<file path="src/hw/pin_pkg.sv">
// Package: register map, field positions and carrier types for the pin block
package pin_pkg;

  // ==========================================================================
  // Register addresses
  // ==========================================================================
  localparam logic [3:0] EXT_PREFIX = 4'hF;
  localparam logic [3:0] WR_ADDR_CTRL = 4'h1;
  localparam logic [3:0] WR_ADDR_DATA = 4'h2;
  localparam logic [4:0] RD_ADDR_CTRL = 5'h1C;
  localparam logic [4:0] RD_ADDR_DATA = 5'h1D;
  localparam logic [7:0] CTRL_RESET = 8'h00;
  localparam logic [7:0] DATA_RESET = 8'h00;

  // ==========================================================================
  // Control field positions
  // ==========================================================================
  localparam int FOUR_ALEN_BIT = 0;
  localparam int FOUR_DIR_BIT = 1;
  localparam int FOUR_POL_BIT = 2;
  localparam int THREE_ALEN_BIT = 4;
  localparam int THREE_DIR_BIT = 5;
  localparam int THREE_POL_BIT = 6;
  localparam int THREE_FSEL_BIT = 7;

  // Data field positions
  localparam int FOUR_DATA_BIT = 4;
  localparam int THREE_DATA_BIT = 5;
  localparam int TWO_DATA_BIT = 6;
  localparam int ONE_DATA_BIT = 7;

  // Write frame: 16-bit word, prefix in the top nibble
  localparam int WORD_WIDTH = 16;

  // ==========================================================================
  // Carriers
  // ==========================================================================
  typedef struct packed {
    logic valid;
    logic [15:0] word;
  } write_req_type;

  typedef struct packed {
    logic valid;
    logic [4:0] addr;
  } read_req_type;

  typedef struct packed {
    logic valid;
    logic [7:0] data;
  } read_rsp_type;

  typedef struct packed {
    logic [1:0] out;
    logic [1:0] oe;
  } pin_drive_type;

endpackage

</file>
<file path="src/hw/pin_block.sv">
// Top of the pin block: control and data registers, pins three and four
// Contract
// - Control register at write 1111_0001, read 11100, resets to zero.
// - Control bit 0 set makes pin four an alert source when it is set as input.
// - Control bit 1 sets pin four direction: 0 output, 1 input.
// - Control bit 2 sets pin four active level: 0 low, 1 high.
// - Control bit 4 set makes pin three an alert source when it is a general pin set as input.
// - Control bit 5 sets pin three direction: 0 output, 1 input.
// - Control bit 6 sets pin three active level: 0 low, 1 high.
// - Control bit 7 selects pin three: 0 analog input, 1 general pin.
// - Data register at write 1111_0010, read 11101; bits 4..7 pins four..one.
`timescale 1ns/1ns
`default_nettype none

module pin_block
  import pin_pkg::*;
(
  // Clock and reset
  input wire logic clk,
  input wire logic reset,
  // Register write and read access
  input wire write_req_type wr_req,
  input wire read_req_type rd_req,
  output read_rsp_type rd_rsp,
  // Pins three (bit 0) and four (bit 1)
  input wire logic [1:0] pin_in,
  output pin_drive_type pin_drive,
  // Pins one and two data, owned elsewhere
  input wire logic [1:0] pin_low_level,
  output logic [1:0] pin_low_data,
  // Pin events and role
  output logic pin_alert,
  output logic third_auxiliary_input_select
);

  typedef struct packed {
    logic [7:0] ctrl;
    logic [7:0] data;
    read_rsp_type rsp;
    pin_drive_type drive;
    logic alert;
    logic aux_sel;
  } top_state_type;

  top_state_type s_q;
  top_state_type s_d;

  logic ctrl_we;
  logic data_we;
  logic [7:0] wdata;
  logic [1:0] cell_out;
  logic [1:0] cell_oe;
  logic [1:0] cell_level;
  logic [1:0] cell_alert;
  logic [1:0] cell_en;
  logic [1:0] cell_dir;
  logic [1:0] cell_pol;
  logic [1:0] cell_alen;
  logic [1:0] cell_dat;
  logic [7:0] data_view;

  // ==========================================================================
  // Write decode
  // ==========================================================================
  pin_write_decode u_decode (
    .clk(clk),
    .reset(reset),
    .req(wr_req),
    .ctrl_we(ctrl_we),
    .data_we(data_we),
    .wdata(wdata)
  );

  // ==========================================================================
  // Field mapping, index 0 is pin three, index 1 pin four
  // ==========================================================================
  assign cell_en[0] = s_q.ctrl[THREE_FSEL_BIT];
  assign cell_en[1] = 1'b1;
  assign cell_dir[0] = s_q.ctrl[THREE_DIR_BIT];
  assign cell_dir[1] = s_q.ctrl[FOUR_DIR_BIT];
  assign cell_pol[0] = s_q.ctrl[THREE_POL_BIT];
  assign cell_pol[1] = s_q.ctrl[FOUR_POL_BIT];
  assign cell_alen[0] = s_q.ctrl[THREE_ALEN_BIT];
  assign cell_alen[1] = s_q.ctrl[FOUR_ALEN_BIT];
  assign cell_dat[0] = s_q.data[THREE_DATA_BIT];
  assign cell_dat[1] = s_q.data[FOUR_DATA_BIT];

  // ==========================================================================
  // Pin cells
  // ==========================================================================
  generate
    for (genvar i = 0; i < 2; i++)
    begin : g_pin
      pin_cell u_cell (
        .clk(clk),
        .reset(reset),
        .enable(cell_en[i]),
        .direction(cell_dir[i]),
        .polarity(cell_pol[i]),
        .alert_enable(cell_alen[i]),
        .data_bit(cell_dat[i]),
        .pin_in(pin_in[i]),
        .drive_out(cell_out[i]),
        .drive_oe(cell_oe[i]),
        .level(cell_level[i]),
        .alert(cell_alert[i])
      );
    end
  endgenerate

  // ==========================================================================
  // Data readback: input pins show sampled level, except pin three in its analog role, which shows the stored bit
  // ==========================================================================
  always_comb
  begin
    data_view = s_q.data;
    data_view[3:0] = 4'h0;
    if (cell_en[0] && cell_dir[0])
      data_view[THREE_DATA_BIT] = cell_level[0];
    if (cell_dir[1])
      data_view[FOUR_DATA_BIT] = cell_level[1];
    data_view[TWO_DATA_BIT] = pin_low_level[0];
    data_view[ONE_DATA_BIT] = pin_low_level[1];
  end

  // ==========================================================================
  // Register state
  // ==========================================================================
  always_comb
  begin
    s_d = s_q;
    if (ctrl_we)
      s_d.ctrl = wdata;
    if (data_we)
      s_d.data = {wdata[7:4], 4'h0};
    s_d.rsp.valid = rd_req.valid;
    s_d.rsp.data = 8'h00;
    if (rd_req.valid)
    begin
      case (rd_req.addr)
        RD_ADDR_CTRL: s_d.rsp.data = s_q.ctrl;
        RD_ADDR_DATA: s_d.rsp.data = data_view;
        default: s_d.rsp.data = 8'h00;
      endcase
    end
    s_d.drive.out = cell_out;
    s_d.drive.oe = cell_oe;
    s_d.alert = |cell_alert;
    s_d.aux_sel = !s_q.ctrl[THREE_FSEL_BIT];
  end

  always_ff @(posedge clk or posedge reset)
  begin
    if (reset)
    begin
      s_q <= '0;
      s_q.ctrl <= CTRL_RESET;
      s_q.data <= DATA_RESET;
      s_q.aux_sel <= 1'b1;
    end
    else
      s_q <= s_d;
  end

  assign rd_rsp = s_q.rsp;
  assign pin_drive = s_q.drive;
  assign pin_alert = s_q.alert;
  assign third_auxiliary_input_select = s_q.aux_sel;
  assign pin_low_data = {s_q.data[ONE_DATA_BIT], s_q.data[TWO_DATA_BIT]};

  // ==========================================================================
  // Checks
  // ==========================================================================
  a_ctrl_write_read: assert property (
    @(posedge clk) disable iff (reset)
    (rd_req.valid && rd_req.addr == RD_ADDR_CTRL && !ctrl_we)
    |=> (rd_rsp.valid && rd_rsp.data == $past(s_q.ctrl)))
    else $error("control readback mismatch");

  a_four_output: assert property (
    @(posedge clk) disable iff (reset)
    (!s_q.ctrl[FOUR_DIR_BIT] && !ctrl_we) [*3] |-> pin_drive.oe[1])
    else $error("pin four not driven as output");

  a_three_aux: assert property (
    @(posedge clk) disable iff (reset)
    (!s_q.ctrl[THREE_FSEL_BIT] [*3]) |-> !pin_drive.oe[0])
    else $error("pin three driven in analog role");

  a_three_dir: assert property (
    @(posedge clk) disable iff (reset)
    (s_q.ctrl[THREE_DIR_BIT] [*3]) |-> !pin_drive.oe[0])
    else $error("pin three driven while input");

  a_four_alert: assert property (
    @(posedge clk) disable iff (reset)
    (s_q.ctrl[2:0] == 3'h7 && pin_in[1]) [*3] |-> pin_alert)
    else $error("pin four alert missing");

  a_four_low: assert property (
    @(posedge clk) disable iff (reset)
    (s_q.ctrl[2:0] == 3'h3 && !pin_in[1]) [*3] |-> pin_alert)
    else $error("pin four active low alert missing");

  a_three_alert: assert property (
    @(posedge clk) disable iff (reset)
    (s_q.ctrl[7:4] == 4'hF && pin_in[0]) [*3] |-> pin_alert)
    else $error("pin three alert missing");

  a_three_pol: assert property (
    @(posedge clk) disable iff (reset)
    (s_q.ctrl[7:4] == 4'hB && !pin_in[0]) [*3] |-> pin_alert)
    else $error("pin three active low alert missing");

  a_masked_quiet: assert property (
    @(posedge clk) disable iff (reset)
    ((s_q.ctrl[FOUR_ALEN_BIT] == 1'b0 && s_q.ctrl[THREE_ALEN_BIT] == 1'b0) [*3]) |-> !pin_alert)
    else $error("alert while both masked");

  a_data_read: assert property (
    @(posedge clk) disable iff (reset)
    (rd_req.valid && rd_req.addr == RD_ADDR_DATA) |=> (rd_rsp.valid && rd_rsp.data[3:0] == 4'h0))
    else $error("unused data bits not zero");

  a_drive_data: assert property (
    @(posedge clk) disable iff (reset)
    (!data_we [*3]) |-> (pin_drive.out[1] == s_q.data[FOUR_DATA_BIT]))
    else $error("pin four drive differs from data bit");

  a_ctrl_lands: assert property (
    @(posedge clk) disable iff (reset)
    ctrl_we |=> (s_q.ctrl == $past(wdata)))
    else $error("control write lost");

  a_data_lands: assert property (
    @(posedge clk) disable iff (reset)
    data_we |=> (s_q.data == {$past(wdata[7:4]), 4'h0}))
    else $error("data write lost");

  a_read_pulse: assert property (
    @(posedge clk) disable iff (reset)
    !rd_req.valid |=> !rd_rsp.valid)
    else $error("read answer without request");

  a_unmapped_zero: assert property (
    @(posedge clk) disable iff (reset)
    (rd_req.valid && rd_req.addr != RD_ADDR_CTRL && rd_req.addr != RD_ADDR_DATA)
    |=> (rd_rsp.valid && rd_rsp.data == 8'h00))
    else $error("unmapped read not zero");

  a_aux_role: assert property (
    @(posedge clk) disable iff (reset)
    (!s_q.ctrl[THREE_FSEL_BIT] [*2]) |-> third_auxiliary_input_select)
    else $error("analog role not selected");

  a_gp_role: assert property (
    @(posedge clk) disable iff (reset)
    (s_q.ctrl[THREE_FSEL_BIT] [*2]) |-> !third_auxiliary_input_select)
    else $error("analog role kept in general use");

  a_four_input: assert property (
    @(posedge clk) disable iff (reset)
    (s_q.ctrl[FOUR_DIR_BIT] [*3]) |-> !pin_drive.oe[1])
    else $error("pin four driven while input");

  a_three_output: assert property (
    @(posedge clk) disable iff (reset)
    ((s_q.ctrl[THREE_FSEL_BIT] && !s_q.ctrl[THREE_DIR_BIT]) [*3]) |-> pin_drive.oe[0])
    else $error("pin three not driven as output");

  a_three_masked: assert property (
    @(posedge clk) disable iff (reset)
    ((!s_q.ctrl[THREE_ALEN_BIT]
      && !(s_q.ctrl[FOUR_ALEN_BIT] && s_q.ctrl[FOUR_DIR_BIT]
      && pin_in[1] == s_q.ctrl[FOUR_POL_BIT])) [*3]) |-> !pin_alert)
    else $error("alert from masked pin three");

  a_four_masked: assert property (
    @(posedge clk) disable iff (reset)
    ((!s_q.ctrl[FOUR_ALEN_BIT]
      && !(s_q.ctrl[THREE_FSEL_BIT] && s_q.ctrl[THREE_ALEN_BIT] && s_q.ctrl[THREE_DIR_BIT]
      && pin_in[0] == s_q.ctrl[THREE_POL_BIT])) [*3]) |-> !pin_alert)
    else $error("alert from masked pin four");

  a_analog_quiet: assert property (
    @(posedge clk) disable iff (reset)
    ((!s_q.ctrl[THREE_FSEL_BIT] && !s_q.ctrl[FOUR_ALEN_BIT]) [*3]) |-> !pin_alert)
    else $error("alert from pin three in analog role");

  a_three_drive: assert property (
    @(posedge clk) disable iff (reset)
    (!data_we [*3]) |-> (pin_drive.out[0] == s_q.data[THREE_DATA_BIT]))
    else $error("pin three drive differs from data bit");

  a_four_readback: assert property (
    @(posedge clk) disable iff (reset)
    (s_q.ctrl[FOUR_DIR_BIT] && rd_req.valid && rd_req.addr == RD_ADDR_DATA)
    |=> (rd_rsp.data[FOUR_DATA_BIT] == $past(pin_in[1], 2)))
    else $error("pin four input level not read back");

  a_three_stored: assert property (
    @(posedge clk) disable iff (reset)
    (!s_q.ctrl[THREE_FSEL_BIT] && rd_req.valid && rd_req.addr == RD_ADDR_DATA)
    |=> (rd_rsp.data[THREE_DATA_BIT] == $past(s_q.data[THREE_DATA_BIT])))
    else $error("analog pin three data bit not stored value");

endmodule // pin_block

`default_nettype wire

</file>
<file path="src/hw/pin_write_decode.sv">
// Decoder of extended-map write words into register strobes
`timescale 1ns/1ns
`default_nettype none

module pin_write_decode
  import pin_pkg::*;
(
  // Clock and reset
  input wire logic clk,
  input wire logic reset,
  // Incoming word
  input wire write_req_type req,
  // Decoded strobes
  output logic ctrl_we,
  output logic data_we,
  output logic [7:0] wdata
);

  typedef struct packed {
    logic ctrl_we;
    logic data_we;
    logic [7:0] wdata;
  } dec_state_type;

  dec_state_type s_q;
  dec_state_type s_d;

  always_comb
  begin
    s_d = s_q;
    s_d.ctrl_we = 1'b0;
    s_d.data_we = 1'b0;
    if (req.valid && req.word[15:12] == EXT_PREFIX)
    begin
      s_d.wdata = req.word[7:0];
      s_d.ctrl_we = (req.word[11:8] == WR_ADDR_CTRL);
      s_d.data_we = (req.word[11:8] == WR_ADDR_DATA);
    end
  end

  always_ff @(posedge clk or posedge reset)
  begin
    if (reset)
      s_q <= '0;
    else
      s_q <= s_d;
  end

  assign ctrl_we = s_q.ctrl_we;
  assign data_we = s_q.data_we;
  assign wdata = s_q.wdata;

  // ==========================================================================
  // Checks
  // ==========================================================================
  a_ctrl_decode: assert property (
    @(posedge clk) disable iff (reset)
    (req.valid && req.word[15:8] == 8'hF1) |=> (ctrl_we && wdata == $past(req.word[7:0])))
    else $error("control write not decoded");

  a_bad_prefix: assert property (
    @(posedge clk) disable iff (reset)
    (req.valid && req.word[15:12] != EXT_PREFIX) |=> (!ctrl_we && !data_we))
    else $error("write decoded without prefix");

endmodule // pin_write_decode

`default_nettype wire

</file>
<file path="src/hw/pin_cell.sv">
// One configurable pin: output drive, input sampling and alert detection
`timescale 1ns/1ns
`default_nettype none

module pin_cell
  import pin_pkg::*;
(
  // Clock and reset
  input wire logic clk,
  input wire logic reset,
  // Configuration
  input wire logic enable,
  input wire logic direction,
  input wire logic polarity,
  input wire logic alert_enable,
  input wire logic data_bit,
  // Pin
  input wire logic pin_in,
  // Results
  output logic drive_out,
  output logic drive_oe,
  output logic level,
  output logic alert
);

  typedef struct packed {
    logic drive_out;
    logic drive_oe;
    logic level;
    logic alert;
  } cell_state_type;

  cell_state_type s_q;
  cell_state_type s_d;

  always_comb
  begin
    s_d.drive_oe = enable && !direction;
    s_d.drive_out = data_bit;
    s_d.level = pin_in;
    // Active level set by polarity, masked by alert enable
    s_d.alert = enable && direction && alert_enable && (pin_in == polarity);
  end

  always_ff @(posedge clk or posedge reset)
  begin
    if (reset)
      s_q <= '0;
    else
      s_q <= s_d;
  end

  assign drive_out = s_q.drive_out;
  assign drive_oe = s_q.drive_oe;
  assign level = s_q.level;
  assign alert = s_q.alert;

  a_alert_mask: assert property (
    @(posedge clk) disable iff (reset)
    !alert_enable |=> !alert)
    else $error("alert raised while masked");

endmodule // pin_cell

`default_nettype wire

</file>
<file path="config.mk">
export PLATFORM = sky130hd
export DESIGN_NAME = pin_block
export DESIGN_NICKNAME = d
export VERILOG_FILES = /design/src/hw/pin_pkg.sv /design/src/hw/pin_block.sv /design/src/hw/pin_write_decode.sv /design/src/hw/pin_cell.sv
export SDC_FILE = /design/constraint.sdc
export NUM_CORES = 1
export LEC_CHECK = 0
export BUFFER_PORTS_ARGS = -buffer_cell sky130_fd_sc_hd__buf_2
export CAP_MARGIN = 20
export CORE_MARGIN = 2
export CORE_UTILIZATION = 46
export CTS_BUF_LIST = sky130_fd_sc_hd__clkbuf_8 sky130_fd_sc_hd__clkbuf_16
export DETAILED_ROUTE_END_ITERATION = 6
export PLACE_DENSITY = 0.72
export SYNTH_ARGS = -nofsm -noshare
export SYNTH_HDL_FRONTEND = slang
export SYNTH_SLANG_ARGS = --single-unit
</file>
<file path="constraint.sdc">
create_clock -name clk -period 1.5 [get_ports clk]
set_input_delay 0.45 -clock clk [delete_from_list [all_inputs] [get_ports clk]]
set_output_delay 0.45 -clock clk [all_outputs]
set_load 0.01 [all_outputs]
</file>
# Word-level counts from Yosys, hierarchy flattened

Index checks and enable logic that the tools add are counted.

Bitwise logic cells: 0
Reductions and logical operators: 11
Equal/unequal tests: 7
$mul: 0
$add $sub $neg: 0
Multiplexer cells: 5
Shift-type cells: 0
Div/mod/pow operators: 0
Order comparisons: 0

Operator list:

| operator                                                         | count |
|---|---|
| 8-bit case mux with 2 select lines                               | 1 |
| 5-bit == test (second input constant)                            | 2 |
| 10-bit 2-to-1 mux                                                | 1 |
| 8-bit 2-to-1 mux                                                 | 1 |
| 1-bit logical AND                                                | 7 |
| 4-bit by 1-bit == test with 1-bit output (second input constant) | 1 |
| 4-bit by 2-bit == test with 1-bit output (second input constant) | 1 |
| 4-bit == test (second input constant)                            | 1 |
| 1-bit logical NOT                                                | 3 |
| 1-bit == test                                                    | 2 |
| 1-bit 2-to-1 mux                                                 | 2 |
| 2-bit OR reduction                                               | 1 |

Latch bits: 0
Output and inout port bits: 17
Memory bits (read-only): 0
Memories: 0
Input bits: 29
Flip-flop bits (word level): 45
Memory bits (writable): 0

# Logic depth before layout (Yosys ltp)

Depth in word-level cells: 4
Gate-level depth with buffers: 3
Gate-level depth less buffers: 3

# Hierarchy

From an unflattened synthesis, not the netlist that was laid out.

Cells, all modules: 122
Area total of the unflattened synthesis: 1,767.9 sq um

By module, submodules not included:

| module           | times used | area each (sq um) | sequential area each (sq um) | cells an instance |
|---|---|---|---|---|
| pin_block        | 1          | 1,114.8           | 676.9                        | 79 |
| pin_write_decode | 1          | 397.9             | 250.2                        | 25 |
| pin_cell         | 2          | 127.6             | 100.1                        | 9 |

# Least setup slack after synthesis

Ideal clock, no wire load.

Kind: in2reg
From: input port wr_req[16] (netlist bit)
To: register u_decode.s_q, in the netlist u_decode.wdata[0]
Data arrival time: 1.108 ns
Path slack: 0.267 ns
Library setup time: 0.125 ns
Data required time: 1.375 ns
Buffers on the path: 0
Stages: 3
Path through: and3_1 > nand3_4 > mux2_2

Word-level cells in the longest chain between the ends: 1

Ends and longest elaborated chain:

| element              | line                   | source |
|---|---|---|
| from (decl)          | pin_block.sv:22        | `input wire write_req_type wr_req,` |
| 1-bit logical AND    | pin_write_decode.sv:33 | `if (req.valid && req.word[15:12] == EXT_PREFIX)` |
| to (signal assigned) | pin_write_decode.sv:44 | `s_q <= '0;` |
| to (signal assigned) | pin_write_decode.sv:46 | `s_q <= s_d;` |
| to (decl)            | pin_write_decode.sv:25 | `dec_state_type s_q;` |

No other way between the ends.
A chain may end at the register's enable or synchronous reset.

# Final worst setup path

From: register s_q, in the netlist third_auxiliary_input_select
To: output port third_auxiliary_input_select

RTL lines:

| element     | line            | source |
|---|---|---|
| from (decl) | pin_block.sv:45 | `top_state_type s_q;` |
| to (decl)   | pin_block.sv:33 | `output logic third_auxiliary_input_select` |

No word-level cell between the ends.

==> metrics <==
area grow syn2layout=18.4%; GRT Total Usage=0.161; Placed Cells incl. Taps=195; detailed placer's ending HPWL=around 2100 um; Via Count=~970; # IOs=46; worst endpoint required time=about 1.1 ns; CORE AREA=roughly 3600 um^2; Vias/cell=approximately 4.8; fmax=approximately 720 MHz; root buffer cell=clkbuf_8; Max rail drop VDD=roughly 0.67 mV; Overflow after GRT=0; antenna violations before repair=0; vias in the first global route=roughly 1100; Synth Instances=around 120; critical path's slowest cell=dfstp_2; CTS resizes=0; Sw Ratio=0.207; Starting Density=0.475; post-CTS setup buffers=0; Pre-Repair DR Iteration Count=4; CTS tree=done; CTS H-tree lvls=2; Final Skew=approximately 0.0049 ns; Setup Crit Path Kind=flop to output port; fin nets=roughly 180; Clock Pin Slew Worst Setup and Hold Paths=~0.08 ns; met1 WL=around 1100 um; WL per Instance=between 10 and 15 um; final hold vios=0; crit-path max FO=1; status=complete, no violations; Util after Layout=0.562; Worst path top cell family by delay=flip-flops; clk_lat worst skew=~0.30 ns; number of CTS-inserted buffers=5; period utilisation layout=0.923; Post-Route Setup TNS=0 ns; hold_buf cts=0; crit path launch type=flop; minimum clock period=1.38 ns; max-cap violation count=0; distinct cell type count after synthesis=26; Hold Crit Class=input pin to async pin; Top Metal Used=met4; Mapped Nets=about 150; Primary FF master, synth=dfrtp_1; Pint=~0.0019 W; final wirelength=2780 um; layout cells sized above 1=0.510; Seq cells post-synth=between 40 and 50; width of the chip=65 um; metal2 WL=1390 um; slew at the pin with the worst max-slew slack=about 0.42 ns; row cnt=22; power per cell area=around 1200 nW/um^2; Power Total=between 0.002 and 0.0025 W; endpoints failing setup=0; RSZ-0062 raised after global routing=false; Syn Std Cell Area=1710 um^2; Max clock buf depth=2; WL met3=234 um; most frequent cells in the layout=45 x buf_2, 44 x dfrtp_1, 18 x mux2_2; sequential power share=0.551; Synth warnings=0; largest net degree at the start of global routing=20; fin cells=203; Final ANT Viol Nets=0; CP cell instances=buf_2; Die H=65 um; register area share after synthesis=0.659; Rel. slew slack=0.719; detailed-route DRC error count=0; first-pass GRT wire length=4840 um; fin area=about 2000 um^2; die area=about 4200 um^2; routability cong.=around 0.69; post-synthesis async set-or-reset flop share=1.00; ant diodes=0; placed instance area=between 1500 and 2000 um^2; CP peak stage delay=~0.52 ns; syn_area_per_cell=about 15 um^2; Slew Limit Fails=0; Net Sw Power=~0.0005 W; PortBufs=45; Clk pwr share=0.378; CP arrival=around 0.93 ns; Pleak=roughly 1.0 nW; crit end category=output port; Buf/Inv on CP=1; Iter 0 DRT Violations=15; Post-synth EDFFs=0; commonest non-fill, non-tap cell in the layout=buf_2; CTS Sinks=45; Logic pwr share=0.071
[registers in the layout, summed over array words and instances, names as in the netlist, 2 cells and up]
register and flops:
cell_pol 2, rd_rsp 9, pin_low_data 2, g_pin.u_cell.drive_oe 2
cell_dir 2, g_pin.u_cell.level 2, g_pin.u_cell.drive_out 2, g_pin.u_cell.alert 2
cell_alen 2, pin_drive 4, u_decode.wdata 8, cell_dat 2
[cell type report]
cell class	count	area [um^2]
fillers	314	1580
multi-input cells	52	455
inverters	3	15.0
clock inverters	2	33.8
clock buffers	6	82.6
repair buffers	47	253
flip-flops and latches	45	1130
well taps	48	60.1
[final timing paths]
path / start / end / slack, ns / depth (start not counted)
setup / recovery: third_auxiliary_input_select$_DFF_PP1_ / third_auxiliary_input_select / 0.12 / 1
hold / removal: reset / rd_rsp[8]$_DFF_PP0_ / 0.14 / 2
setup reg to reg: u_decode.ctrl_we$_DFF_PP0_ / cell_alen[0]$_DFFE_PP0P_ / 0.45 / 1
hold reg to reg: g_pin[1].u_cell.drive_oe$_DFF_PP0_ / pin_drive[1]$_DFF_PP0_ / 0.35 / 0
max in group asynchronous: reset / s_q[26]$_DFFE_PP0P_ / 0.88 / 3
min in group clk: rd_req[5] / rd_rsp[8]$_DFF_PP0_ / 0.27 / 1
[power groups by stage]
stage	combinational [W]	clock (W)	sequential, W
2_1_floorplan	0.000109	0	0.00134
3_3_place_gp	0.000166	0	0.00135
3_5_place_dp	0.000176	0	0.00136
4_1_cts	0.000178	0.000939	0.00133
5_1_grt	0.000193	0.00101	0.00134
6_report	0.000173	0.000914	0.00133
[cells in the mapped netlist, types with 2 or more instances]
library cell / instances / share of area
buf_4: 15 / 0.066
o21ai_0: 2 / 0.0058
a22o_1: 2 / 0.010
and2_1: 3 / 0.011
nand2b_1: 2 / 0.0073
mux2_2: 18 / 0.12
inv_1: 3 / 0.0066
mux2i_1: 2 / 0.012
and3_1: 2 / 0.0073
nor4_1: 3 / 0.011
dfrtp_1: 44 / 0.64
o2bb2ai_1: 2 / 0.010
nand2_1: 5 / 0.011
[layer usage]
metal / vias up / track usage
met4: 0 / 0.0665
met3: 5 / 0.0712
met1: 469 / 0.178
li1: 452 / -
met2: 40 / 0.269
met5: - / 0
[stage by stage]
stage                     hold slack [ns]  worst slack [ns]
after global placement              0.333             0.144
final                               0.143             0.116
after CTS                           0.154             0.108
after floorplan                     0.331             0.267
after global routing                0.151            0.0662
after detailed placement            0.336             0.120
[logic make-up after synthesis]
family	after synthesis	synth area share
XOR/XNOR	2	0.0102
buffers and inverters	19	0.0753
AND/OR/NAND/NOR	24	0.0994
AO/OA/AOI/OAI	6	0.0263
multiplexers	20	0.130
flip-flops	45	0.659
Note: power is estimated with default switching activity, not from simulation.
